==> src/core/mdcr_defs.svh <==
`ifndef MDCR_DEFS_SVH
`define MDCR_DEFS_SVH

// register indices on the serial port
`define MDCR_IDX_THRESH      8'h15
`define MDCR_IDX_NVCTL       8'h1C
`define MDCR_IDX_MASK        8'h1D
`define MDCR_IDX_FAULT_OUTPUT_PIN        8'h1E
`define MDCR_IDX_RUN         8'h1F

// field positions
`define MDCR_STORE_BIT       9
`define MDCR_MASK_HI         9
`define MDCR_MASK_LO         3
`define MDCR_SEL_HI_HI       4
`define MDCR_SEL_HI_LO       2
`define MDCR_RUN_SEL_HI      9
`define MDCR_RUN_SEL_LO      8
`define MDCR_RUN_LATCH       7
`define MDCR_RUN_STANDBY     6
`define MDCR_RUN_STARTUP     5
`define MDCR_RUN_ACTION      4
`define MDCR_RUN_RESTART     3
`define MDCR_RUN_BRAKE       2
`define MDCR_RUN_DIR         1
`define MDCR_RUN_GO          0

// fault output selector codes
`define MDCR_SEL_GENERAL     5'h00
`define MDCR_SEL_DESYNC      5'h01
`define MDCR_SEL_TEMP        5'h02
`define MDCR_SEL_CLOCK       5'h03
`define MDCR_SEL_PWM0        5'h09
`define MDCR_SEL_WD_TIMEOUT  5'h0F
`define MDCR_SEL_WD_ACTIVE   5'h10
`define MDCR_SEL_GATE        5'h11
`define MDCR_SEL_GATE_RST    5'h12
`define MDCR_SEL_HARD_OC     5'h13
`define MDCR_SEL_QCURRENT    5'h14

// reset values
`define MDCR_RST_THRESH      10'h0AE
`define MDCR_RST_MASK        7'h00
`define MDCR_RST_SEL_HI      3'h0
`define MDCR_RST_RUN         10'h092
`define MDCR_DEV_ADDR        7'h2A

`endif

==> src/core/mdcr_pkg.sv <==
package mdcr_pkg;
    typedef logic [6:0] mdcr_flags_lo_t;   // thermal warn .. supply undervoltage
    typedef logic [4:0] mdcr_flags_hi_t;   // general, logic uv, storage, watchdog, soft oc
    typedef enum logic [2:0] {
        MDCR_IDLE,
        MDCR_ADDR,
        MDCR_PTR,
        MDCR_WR,
        MDCR_RD
    } mdcr_link_state_t;
endpackage : mdcr_pkg

==> src/core/mdcr_regs.sv <==
// Overview of operation
// - 10-bit threshold sets low power entry voltage
// - store bit falling, stopped, unlocked: save config
// - counter increments after each completed save
// - write limit flag sets permanently past 1023
// - mask bit one disables its diagnostic
// - mask bits sit at 9 down to 3
// - status bits set on detection, fixed layout
// - fault pin low when selected source detected
// - selector codes map to listed sources
// - run register layout, selector low bits 9:8
// - latch select zero clears status, blocks restart
// - standby select zero: clear pin stands gate drive
// - startup select chooses ramp or alignment start
// - fault action one turns off all switches
// - every read carries six critical flags on top
// - run bit zero stops motor, gates saving
`include "mdcr_defs.svh"

module mdcr_regs #(
    parameter logic [6:0] DEV_ADDR = `MDCR_DEV_ADDR
) (
    input  wire logic                   clock,
    input  wire logic                   rst,
    input  wire logic                   scl_in,
    input  wire logic                   sda_in,
    output logic                        sda_out,
    output logic                        sda_oe,
    input  wire logic                   external_clear_pin_n,
    input  wire logic [9:0]             speed_voltage_code,
    input  wire mdcr_pkg::mdcr_flags_lo_t fault_evt_lo,
    input  wire mdcr_pkg::mdcr_flags_hi_t fault_evt_hi,
    input  wire logic                   config_unlocked,
    input  wire logic                   nv_store_done,
    input  wire logic [5:0]             pwm_drive,
    input  wire logic                   die_temp_tap,
    input  wire logic                   clock_tap,
    input  wire logic                   wd_active,
    input  wire logic                   gate_fault_reset,
    input  wire logic                   q_current_tap,
    output logic                        nv_store_start,
    output logic                        fault_output_pin_n,
    output logic                        low_power_mode,
    output logic                        gate_standby,
    output logic                        power_switch_off,
    output logic                        dc_align_start,
    output logic                        restart_enable,
    output logic                        brake,
    output logic                        direction,
    output logic                        motor_run
);
    import mdcr_pkg::*;

    logic [1:0]       pins_s;
    logic             clr_s;
    logic             scl_d_r;
    logic             sda_d_r;
    mdcr_link_state_t state_r;
    logic [3:0]       cnt_r;
    logic [7:0]       sh_r;
    logic [7:0]       tx_r;
    logic [7:0]       ptr_r;
    logic [7:0]       hi_buf_r;
    logic             byte_sel_r;
    logic             nack_r;
    logic             wr_en_r;
    logic [15:0]      wr_data_r;
    logic [9:0]       thresh_r;
    logic             store_trig_r;
    logic             store_busy_r;
    logic [9:0]       store_cnt_r;
    logic             limit_r;
    logic [6:0]       mask_r;
    logic [2:0]       sel_hi_r;
    logic [9:0]       run_r;
    logic [6:0]       stat_lo_r;
    logic [5:0]       stat_hi_r;

    mdcr_sync #(.WIDTH(3)) u_sync (
        .clock    (clock),
        .rst      (rst),
        .async_in ({scl_in, sda_in, external_clear_pin_n}),
        .sync_out ({pins_s, clr_s})
    );

    wire scl       = pins_s[1];
    wire sda       = pins_s[0];
    wire scl_rise  = scl & ~scl_d_r;
    wire scl_fall  = ~scl & scl_d_r;
    wire start_det = scl & scl_d_r & sda_d_r & ~sda;
    wire stop_det  = scl & scl_d_r & ~sda_d_r & sda;
    wire [7:0] rx_byte = sh_r;

    // register decode
    wire hit_thresh = ptr_r == `MDCR_IDX_THRESH;
    wire hit_nvctl  = ptr_r == `MDCR_IDX_NVCTL;
    wire hit_mask   = ptr_r == `MDCR_IDX_MASK;
    wire hit_fault_output_pin   = ptr_r == `MDCR_IDX_FAULT_OUTPUT_PIN;
    wire hit_run    = ptr_r == `MDCR_IDX_RUN;

    // masked low faults, high faults never masked
    wire [6:0] evt_lo   = fault_evt_lo & ~mask_r;
    wire [5:0] evt_hi   = {fault_evt_hi, limit_r};
    wire       any_evt  = |evt_lo | |evt_hi;
    wire       latch_on = run_r[`MDCR_RUN_LATCH];
    // set wins over clear: events are or-ed into whatever survives
    wire [6:0] stat_lo_nxt = (latch_on ? stat_lo_r : 7'h00) | evt_lo;
    wire [5:0] stat_hi_nxt = (latch_on ? stat_hi_r : 6'h00) | evt_hi;

    wire [9:0] rd_low =
        hit_thresh ? thresh_r :
        hit_nvctl  ? store_cnt_r :
        hit_mask   ? {mask_r, 3'h0} :
        hit_fault_output_pin   ? {stat_lo_r, 3'h0} :
        hit_run    ? run_r :
        10'h000;
    wire [15:0] rd_word = {stat_hi_r, rd_low};

    // save request: store bit written one to zero while stopped and unlocked
    wire store_fall = wr_en_r && hit_nvctl && store_trig_r
                      && !wr_data_r[`MDCR_STORE_BIT];
    wire store_go   = store_fall && !run_r[`MDCR_RUN_GO]
                      && config_unlocked && !store_busy_r;

    // fault output source map, unlisted codes never assert
    wire [4:0] sel_code = {sel_hi_r, run_r[`MDCR_RUN_SEL_HI:`MDCR_RUN_SEL_LO]};
    logic [31:0] src_map;
    always_comb begin
        src_map = 32'h0000_0000;
        src_map[`MDCR_SEL_GENERAL]    = stat_hi_r[5];
        src_map[`MDCR_SEL_DESYNC]     = stat_lo_r[4];
        src_map[`MDCR_SEL_TEMP]       = die_temp_tap;
        src_map[`MDCR_SEL_CLOCK]      = clock_tap;
        src_map[`MDCR_SEL_PWM0 +: 6]  = pwm_drive;
        src_map[`MDCR_SEL_WD_TIMEOUT] = stat_hi_r[2];
        src_map[`MDCR_SEL_WD_ACTIVE]  = wd_active;
        src_map[`MDCR_SEL_GATE]       = stat_lo_r[3];
        src_map[`MDCR_SEL_GATE_RST]   = gate_fault_reset;
        src_map[`MDCR_SEL_HARD_OC]    = stat_lo_r[2];
        src_map[`MDCR_SEL_QCURRENT]   = q_current_tap;
    end

    // serial link: byte engine
    always_ff @(posedge clock) begin
        if (rst) begin
            scl_d_r    <= 1'b1;
            sda_d_r    <= 1'b1;
            state_r    <= MDCR_IDLE;
            cnt_r      <= 4'h0;
            sh_r       <= 8'h00;
            tx_r       <= 8'h00;
            ptr_r      <= 8'h00;
            hi_buf_r   <= 8'h00;
            byte_sel_r <= 1'b0;
            nack_r     <= 1'b0;
            sda_oe     <= 1'b0;
            sda_out    <= 1'b0;
            wr_en_r    <= 1'b0;
            wr_data_r  <= 16'h0000;
        end else begin
            scl_d_r <= scl;
            sda_d_r <= sda;
            wr_en_r <= 1'b0;
            if (start_det) begin
                state_r    <= MDCR_ADDR;
                cnt_r      <= 4'h0;
                byte_sel_r <= 1'b0;
                sda_oe     <= 1'b0;
            end else if (stop_det) begin
                state_r <= MDCR_IDLE;
                sda_oe  <= 1'b0;
            end else if (state_r != MDCR_IDLE && scl_rise) begin
                cnt_r <= cnt_r + 4'h1;
                if (cnt_r < 4'h8) begin
                    sh_r <= {sh_r[6:0], sda};
                end else begin
                    nack_r <= sda;
                end
            end else if (state_r != MDCR_IDLE && scl_fall) begin
                if (cnt_r == 4'h8) begin
                    sda_oe <= 1'b0;
                    case (state_r)
                        MDCR_ADDR: begin
                            sda_oe <= rx_byte[7:1] == DEV_ADDR;
                            if (rx_byte[7:1] != DEV_ADDR) begin
                                state_r <= MDCR_IDLE;
                            end
                        end
                        MDCR_PTR: begin
                            ptr_r  <= rx_byte;
                            sda_oe <= 1'b1;
                        end
                        MDCR_WR: begin
                            sda_oe <= 1'b1;
                            if (!byte_sel_r) begin
                                hi_buf_r <= rx_byte;
                            end else begin
                                wr_data_r <= {hi_buf_r, rx_byte};
                                wr_en_r   <= 1'b1;
                            end
                        end
                        default: begin
                        end
                    endcase
                end else if (cnt_r == 4'h9) begin
                    cnt_r  <= 4'h0;
                    sda_oe <= 1'b0;
                    case (state_r)
                        MDCR_ADDR: begin
                            state_r    <= sh_r[0] ? MDCR_RD : MDCR_PTR;
                            byte_sel_r <= 1'b1;
                            if (sh_r[0]) begin
                                tx_r   <= rd_word[15:8];
                                sda_oe <= ~rd_word[15];
                            end
                        end
                        MDCR_PTR: begin
                            state_r    <= MDCR_WR;
                            byte_sel_r <= 1'b0;
                        end
                        MDCR_WR: begin
                            byte_sel_r <= ~byte_sel_r;
                        end
                        MDCR_RD: begin
                            // master nack ends the read burst
                            if (nack_r) begin
                                state_r <= MDCR_IDLE;
                            end else begin
                                tx_r       <= byte_sel_r ? rd_word[7:0] : rd_word[15:8];
                                sda_oe     <= byte_sel_r ? ~rd_word[7] : ~rd_word[15];
                                byte_sel_r <= ~byte_sel_r;
                            end
                        end
                        default: begin
                            state_r <= MDCR_IDLE;
                        end
                    endcase
                end else if (state_r == MDCR_RD) begin
                    tx_r   <= {tx_r[6:0], 1'b0};
                    sda_oe <= ~tx_r[6];
                end
            end
        end
    end

    // register file
    always_ff @(posedge clock) begin
        if (rst) begin
            thresh_r     <= `MDCR_RST_THRESH;
            store_trig_r <= 1'b0;
            mask_r       <= `MDCR_RST_MASK;
            sel_hi_r     <= `MDCR_RST_SEL_HI;
            run_r        <= `MDCR_RST_RUN;
        end else if (wr_en_r) begin
            if (hit_thresh) begin
                thresh_r <= wr_data_r[9:0];
            end
            if (hit_nvctl) begin
                store_trig_r <= wr_data_r[`MDCR_STORE_BIT];
            end
            if (hit_mask) begin
                mask_r <= wr_data_r[`MDCR_MASK_HI:`MDCR_MASK_LO];
            end
            if (hit_fault_output_pin) begin
                sel_hi_r <= wr_data_r[`MDCR_SEL_HI_HI:`MDCR_SEL_HI_LO];
            end
            if (hit_run) begin
                run_r <= wr_data_r[9:0];
            end
        end
    end

    // nonvolatile save sequencing and wear tracking
    always_ff @(posedge clock) begin
        if (rst) begin
            store_busy_r   <= 1'b0;
            nv_store_start <= 1'b0;
            store_cnt_r    <= 10'h000;
            limit_r        <= 1'b0;
        end else begin
            nv_store_start <= store_go;
            if (store_go) begin
                store_busy_r <= 1'b1;
            end else if (store_busy_r && nv_store_done) begin
                store_busy_r <= 1'b0;
                store_cnt_r  <= store_cnt_r + 10'h001;
                if (&store_cnt_r) begin
                    limit_r <= 1'b1;
                end
            end
        end
    end

    // status and drive outputs
    always_ff @(posedge clock) begin
        if (rst) begin
            stat_lo_r          <= 7'h00;
            stat_hi_r          <= 6'h00;
            fault_output_pin_n <= 1'b1;
            low_power_mode     <= 1'b0;
            gate_standby       <= 1'b0;
            power_switch_off   <= 1'b0;
            dc_align_start     <= 1'b0;
            restart_enable     <= 1'b0;
            brake              <= 1'b0;
            direction          <= 1'b0;
            motor_run          <= 1'b0;
        end else begin
            stat_lo_r          <= stat_lo_nxt;
            stat_hi_r          <= stat_hi_nxt;
            fault_output_pin_n <= ~src_map[sel_code];
            low_power_mode     <= speed_voltage_code <= thresh_r;
            gate_standby       <= ~run_r[`MDCR_RUN_STANDBY] & ~clr_s;
            power_switch_off   <= run_r[`MDCR_RUN_ACTION] & any_evt;
            dc_align_start     <= run_r[`MDCR_RUN_STARTUP];
            restart_enable     <= run_r[`MDCR_RUN_RESTART] & latch_on;
            brake              <= run_r[`MDCR_RUN_BRAKE] & run_r[`MDCR_RUN_GO];
            direction          <= run_r[`MDCR_RUN_DIR];
            motor_run          <= run_r[`MDCR_RUN_GO];
        end
    end
endmodule : mdcr_regs

==> src/core/mdcr_sync.sv <==
module mdcr_sync #(
    parameter int WIDTH = 1
) (
    input  wire logic             clock,
    input  wire logic             rst,
    input  wire logic [WIDTH-1:0] async_in,
    output logic      [WIDTH-1:0] sync_out
);
    logic [WIDTH-1:0] meta_r;

    always_ff @(posedge clock) begin
        if (rst) begin
            meta_r   <= '1;
            sync_out <= '1;
        end else begin
            meta_r   <= async_in;
            sync_out <= meta_r;
        end
    end
endmodule : mdcr_sync

==> config.mk <==
export PLATFORM = sky130hd
export DESIGN_NAME = mdcr_regs
export DESIGN_NICKNAME = d
export VERILOG_FILES = /design/src/core/mdcr_pkg.sv /design/src/core/mdcr_regs.sv /design/src/core/mdcr_sync.sv
export VERILOG_INCLUDE_DIRS = /design/src /design/src/core
export SDC_FILE = /design/constraint.sdc
export NUM_CORES = 1
export LEC_CHECK = 0
export BUFFER_PORTS_ARGS = -buffer_cell sky130_fd_sc_hd__buf_2
export CAP_MARGIN = 20
export CELL_PAD_IN_SITES_DETAIL_PLACEMENT = 0
export CELL_PAD_IN_SITES_GLOBAL_PLACEMENT = 2
export CORE_MARGIN = 2
export CORE_UTILIZATION = 40
export CTS_BUF_LIST = sky130_fd_sc_hd__clkbuf_2
export CTS_CLUSTER_DIAMETER = 50
export DETAILED_ROUTE_END_ITERATION = 10
export PLACE_DENSITY_LB_ADDON = 0.1
export SLEW_MARGIN = 20
export SYNTH_ARGS = -nofsm -noshare
export SYNTH_HDL_FRONTEND = slang
export SYNTH_SLANG_ARGS = --single-unit
==> constraint.sdc <==
create_clock -name clock -period 3.8 [get_ports clock]
set_clock_uncertainty 0.15 [all_clocks]
set_input_delay 0.19 -clock clock [delete_from_list [all_inputs] [get_ports clock]]
set_output_delay 0.19 -clock clock [all_outputs]
set_load 0.03 [all_outputs]
==> impl_results.md <==
* Fraction of synthesized cell area taken by the top area cell type at 0.419
* Synthesis warning total at 0
* Worst-case headroom to the max-slew limit at 0.289
* Area Growth Syn to Fin at 15.5%
* Fin. max-slew vios at 0
* Crit path buf inv count at 1
* Class of the most critical hold timing path: in -> reg
* Vias post-DR at ~4800
* Launch point of the worst hold path: fault_evt_hi[4]
* PortBufs at 50
* Arrival time at the worst endpoint at approximately 3400 ps
* # rows at between 40 and 50
* Total gr overflow at 0
* Post-route setup slack at 916 ps
* Number of antenna violations at the first check in global routing at 0
* Startpoint of the most critical setup path: ptr_r[3]
* IR Drop Worst-Case VDD at about 0.00025 V
* Number of instances resized during post-cts repair at 0
* Total negative slack at 0 ps
* Final estimated routing congestion in global placement at slightly above 0.9
* Share of cells above drive strength 1 at 0.154
* Area after DPL at between 6000 and 7000 um2
* Count of unique library cells instantiated by Yosys at 73
* Clock transition at the registers of the reported paths at 210 ps
* Crit path kind: reg -> reg
* Bufs on Longest Clock Path at 2
* Number of H-tree levels at 4
* Die Span X at between 100 and 150 um
* Final setup vio count at 0
* Post-synthesis register bit count at 120
* Standby leakage power at roughly 2.6 nW
* Number of I/O pins at 52
* RSZ-0062 raised after global routing: false
* Floorplan die height at approximately 120 um
* Run status: finished, final reports clean
* Diode count at 0
* CTS tree: yes
* Post-route fraction of the period consumed by the critical path at 0.759
* Half-perimeter wire length of the detailed placement result at 11.3 mm
* Post-route minimum period at between 2000 and 3000 ps
* Detailed Routing Iterations Pass 1 at 5
* Final count of hold timing violations at 0
* Global-route usage over all layers at 0.222
* Crit. End Element: flop
* Synthesized area divided by synthesized cell count at between 9 and 10 um2
* Die area at approximately 15000 um2
* Transition time of the tightest slew-check pin at 1070 ps
* Net count after synthesis at 690
* Delay of the slowest cell on the worst path at 900 ps
* Library cell used as clock root buffer: sky130_fd_sc_hd__clkbuf_2
* Clock sink count at 120
* Setup slack after placement at ~1200 ps
* Startpoint type of the worst setup path: flop
* Reg2Reg Launch Point: ptr_r[3]
* Number of buffers added to fix hold violations after cts at 29
* Number of maximum-capacitance constraint violations at 0
* Synth top cells by count: sky130_fd_sc_hd__dfxtp_1 (120), sky130_fd_sc_hd__nor2_1 (91), sky130_fd_sc_hd__mux2i_1 (62)
* Smallest hold slack at ~96 ps
* Placeable Area at around 14000 um2
* Number of flops mapped to enable cells by yosys at 0
* Final core area utilization at 0.475
* Detailed-route wire length at between 15 and 20 mm
* Critical Path, Cell by Cell: nand2_1 > nor4_1 > and4_1 > a21o_1 > dlygate4sd3_1
* Iteration-0 DRC Markers at between 300 and 400
* Fraction of registers with async set or reset after synthesis at 0
* Slowest stage cell on the critical path: sky130_fd_sc_hd__dfxtp_1
* Clock Latency Late Sink at ~720 ps
* Total clock buffers created by CTS at 17
* Starting density of the core at 0.411
* Ranking of synthesized cells by area: sky130_fd_sc_hd__dfxtp_1 (42%), sky130_fd_sc_hd__mux2i_1 (11%), sky130_fd_sc_hd__nor2_1 (6.0%)
* Gate count of the mapped netlist at between 600 and 700
* Area of the mapped netlist at 5730 um2
* Proportion of synthesized chip area in sequential cells at 0.419
* Cell taking the most area after synthesis: sky130_fd_sc_hd__dfxtp_1
* NumNets Final at 750
* Peak Freq at between 300 and 400 MHz
* Pwr/cell area at about 370 nW/um2
* Biggest fanout along the worst timing path at 24
* Detail Route Antenna Nets at 0
* Main synth FF type: sky130_fd_sc_hd__dfxtp_1
* Global-route wire length before repair at between 20 and 30 mm
* Cell area after layout at ~6600 um2
* Required time of the critical path at approximately 4300 ps
* Drt wl/cell at between 15 and 20 um
* Pin count of the biggest net entering global routing at 102
* Most frequent cell after synthesis: sky130_fd_sc_hd__dfxtp_1
* Average vias per placed instance at roughly 5.4
* Number of buffers inserted to repair setup after CTS at 0
* Via count of the first global-routing pass at approximately 4600
* Kind of cell adding the most delay to the critical path: simple AND/OR/NAND/NOR gates
* Remaining routing DRC violations at 0
-- per-layer routing --
layer / wire length, um / vias up / GRT usage
met1: 8020 / 2305 / 0.316
met5: 0 / - / 0
met2: 6820 / 117 / 0.323
met3: 671 / 23 / 0.0508
met4: 369 / 0 / 0.0866
li1: - / 2372 / -
-- stage by stage --
stage / cells / power [mW]
floorplan: 636 / 1.37
global route: 888 / 2.53
CTS: 888 / 2.46
global placement: 828 / 1.41
finish: 888 / 2.43
detailed placement: 828 / 1.41
-- cells by family after synthesis --
family / synth area share
flip-flops: 0.419
AO/OA/AOI/OAI: 0.130
XOR/XNOR: 0.0153
multiplexers: 0.126
other: 0.000654
adder cells (fa/ha/maj): 0.0306
buffers and inverters: 0.0478
AND/OR/NAND/NOR: 0.231
-- path summary, 6_finish.rpt --
| check | to | slack, ps | cells past startpoint |
|---|---|---|---|
| max | store_busy_r | 920 | 5 |
| min | stat_hi_r[5] | 100 | 4 |
| max reg2reg | store_busy_r | 920 | 5 |
| min reg2reg | gate_standby | 250 | 1 |
-- area by class of cell --
| type | instances | area (um2) |
|---|---|---|
| well taps | 180 | 225 |
| repair buffers | 81 | 558 |
| clock buffers | 17 | 85.1 |
| flip-flops and latches | 120 | 2400 |
| clock inverters | 14 | 221 |
| multi-input cells | 456 | 3060 |
| fillers | 1371 | 7310 |
| inverters | 20 | 75.1 |
-- flip-flops by register name (all words and copies together) (netlist names), 4 cells and up --
register	flops
stat_hi_r	6
thresh_r	10
stat_lo_r	7
cnt_r	4
wr_data_r	10
run_r	10
rx_byte	8
ptr_r	8
store_cnt_r	10
tx_r	7
mask_r	7
-- placed cells by master, fill, tap and decap left out, drive strengths merged, types with 4 or more instances in the layout --
master,n
nor3,11
o21ai,21
nor3b,8
ha,14
and3b,4
bufinv,5
or2,11
o31ai,4
buf,52
o211ai,8
and2,4
mux4,4
clkinv,4
dfxtp,120
dlygate4sd3,29
xnor2,4
o221a,4
and3,5
o221ai,5
nand4,6
a31oi,4
nor2,92
nor4,4
nand3,20
nor2b,7
clkbuf,17
nand2b,16
nand2,40
mux2i,62
xor2,6
or3,5
inv,23
a21oi,44
-- power by group --
part           switching (mW)  internal [mW]  total, mW
clock                   0.523          0.502       1.02
sequential             0.0125           1.28       1.29
combinational          0.0620         0.0583      0.120
-- worst min-delay path, cell delays in order --
cell,delay [ps]
sky130_fd_sc_hd__dlygate4sd3_1,520
sky130_fd_sc_hd__buf_2,110
sky130_fd_sc_hd__a21oi_1,40
sky130_fd_sc_hd__nor2_1,80
(Power assumes the default switching activity.)
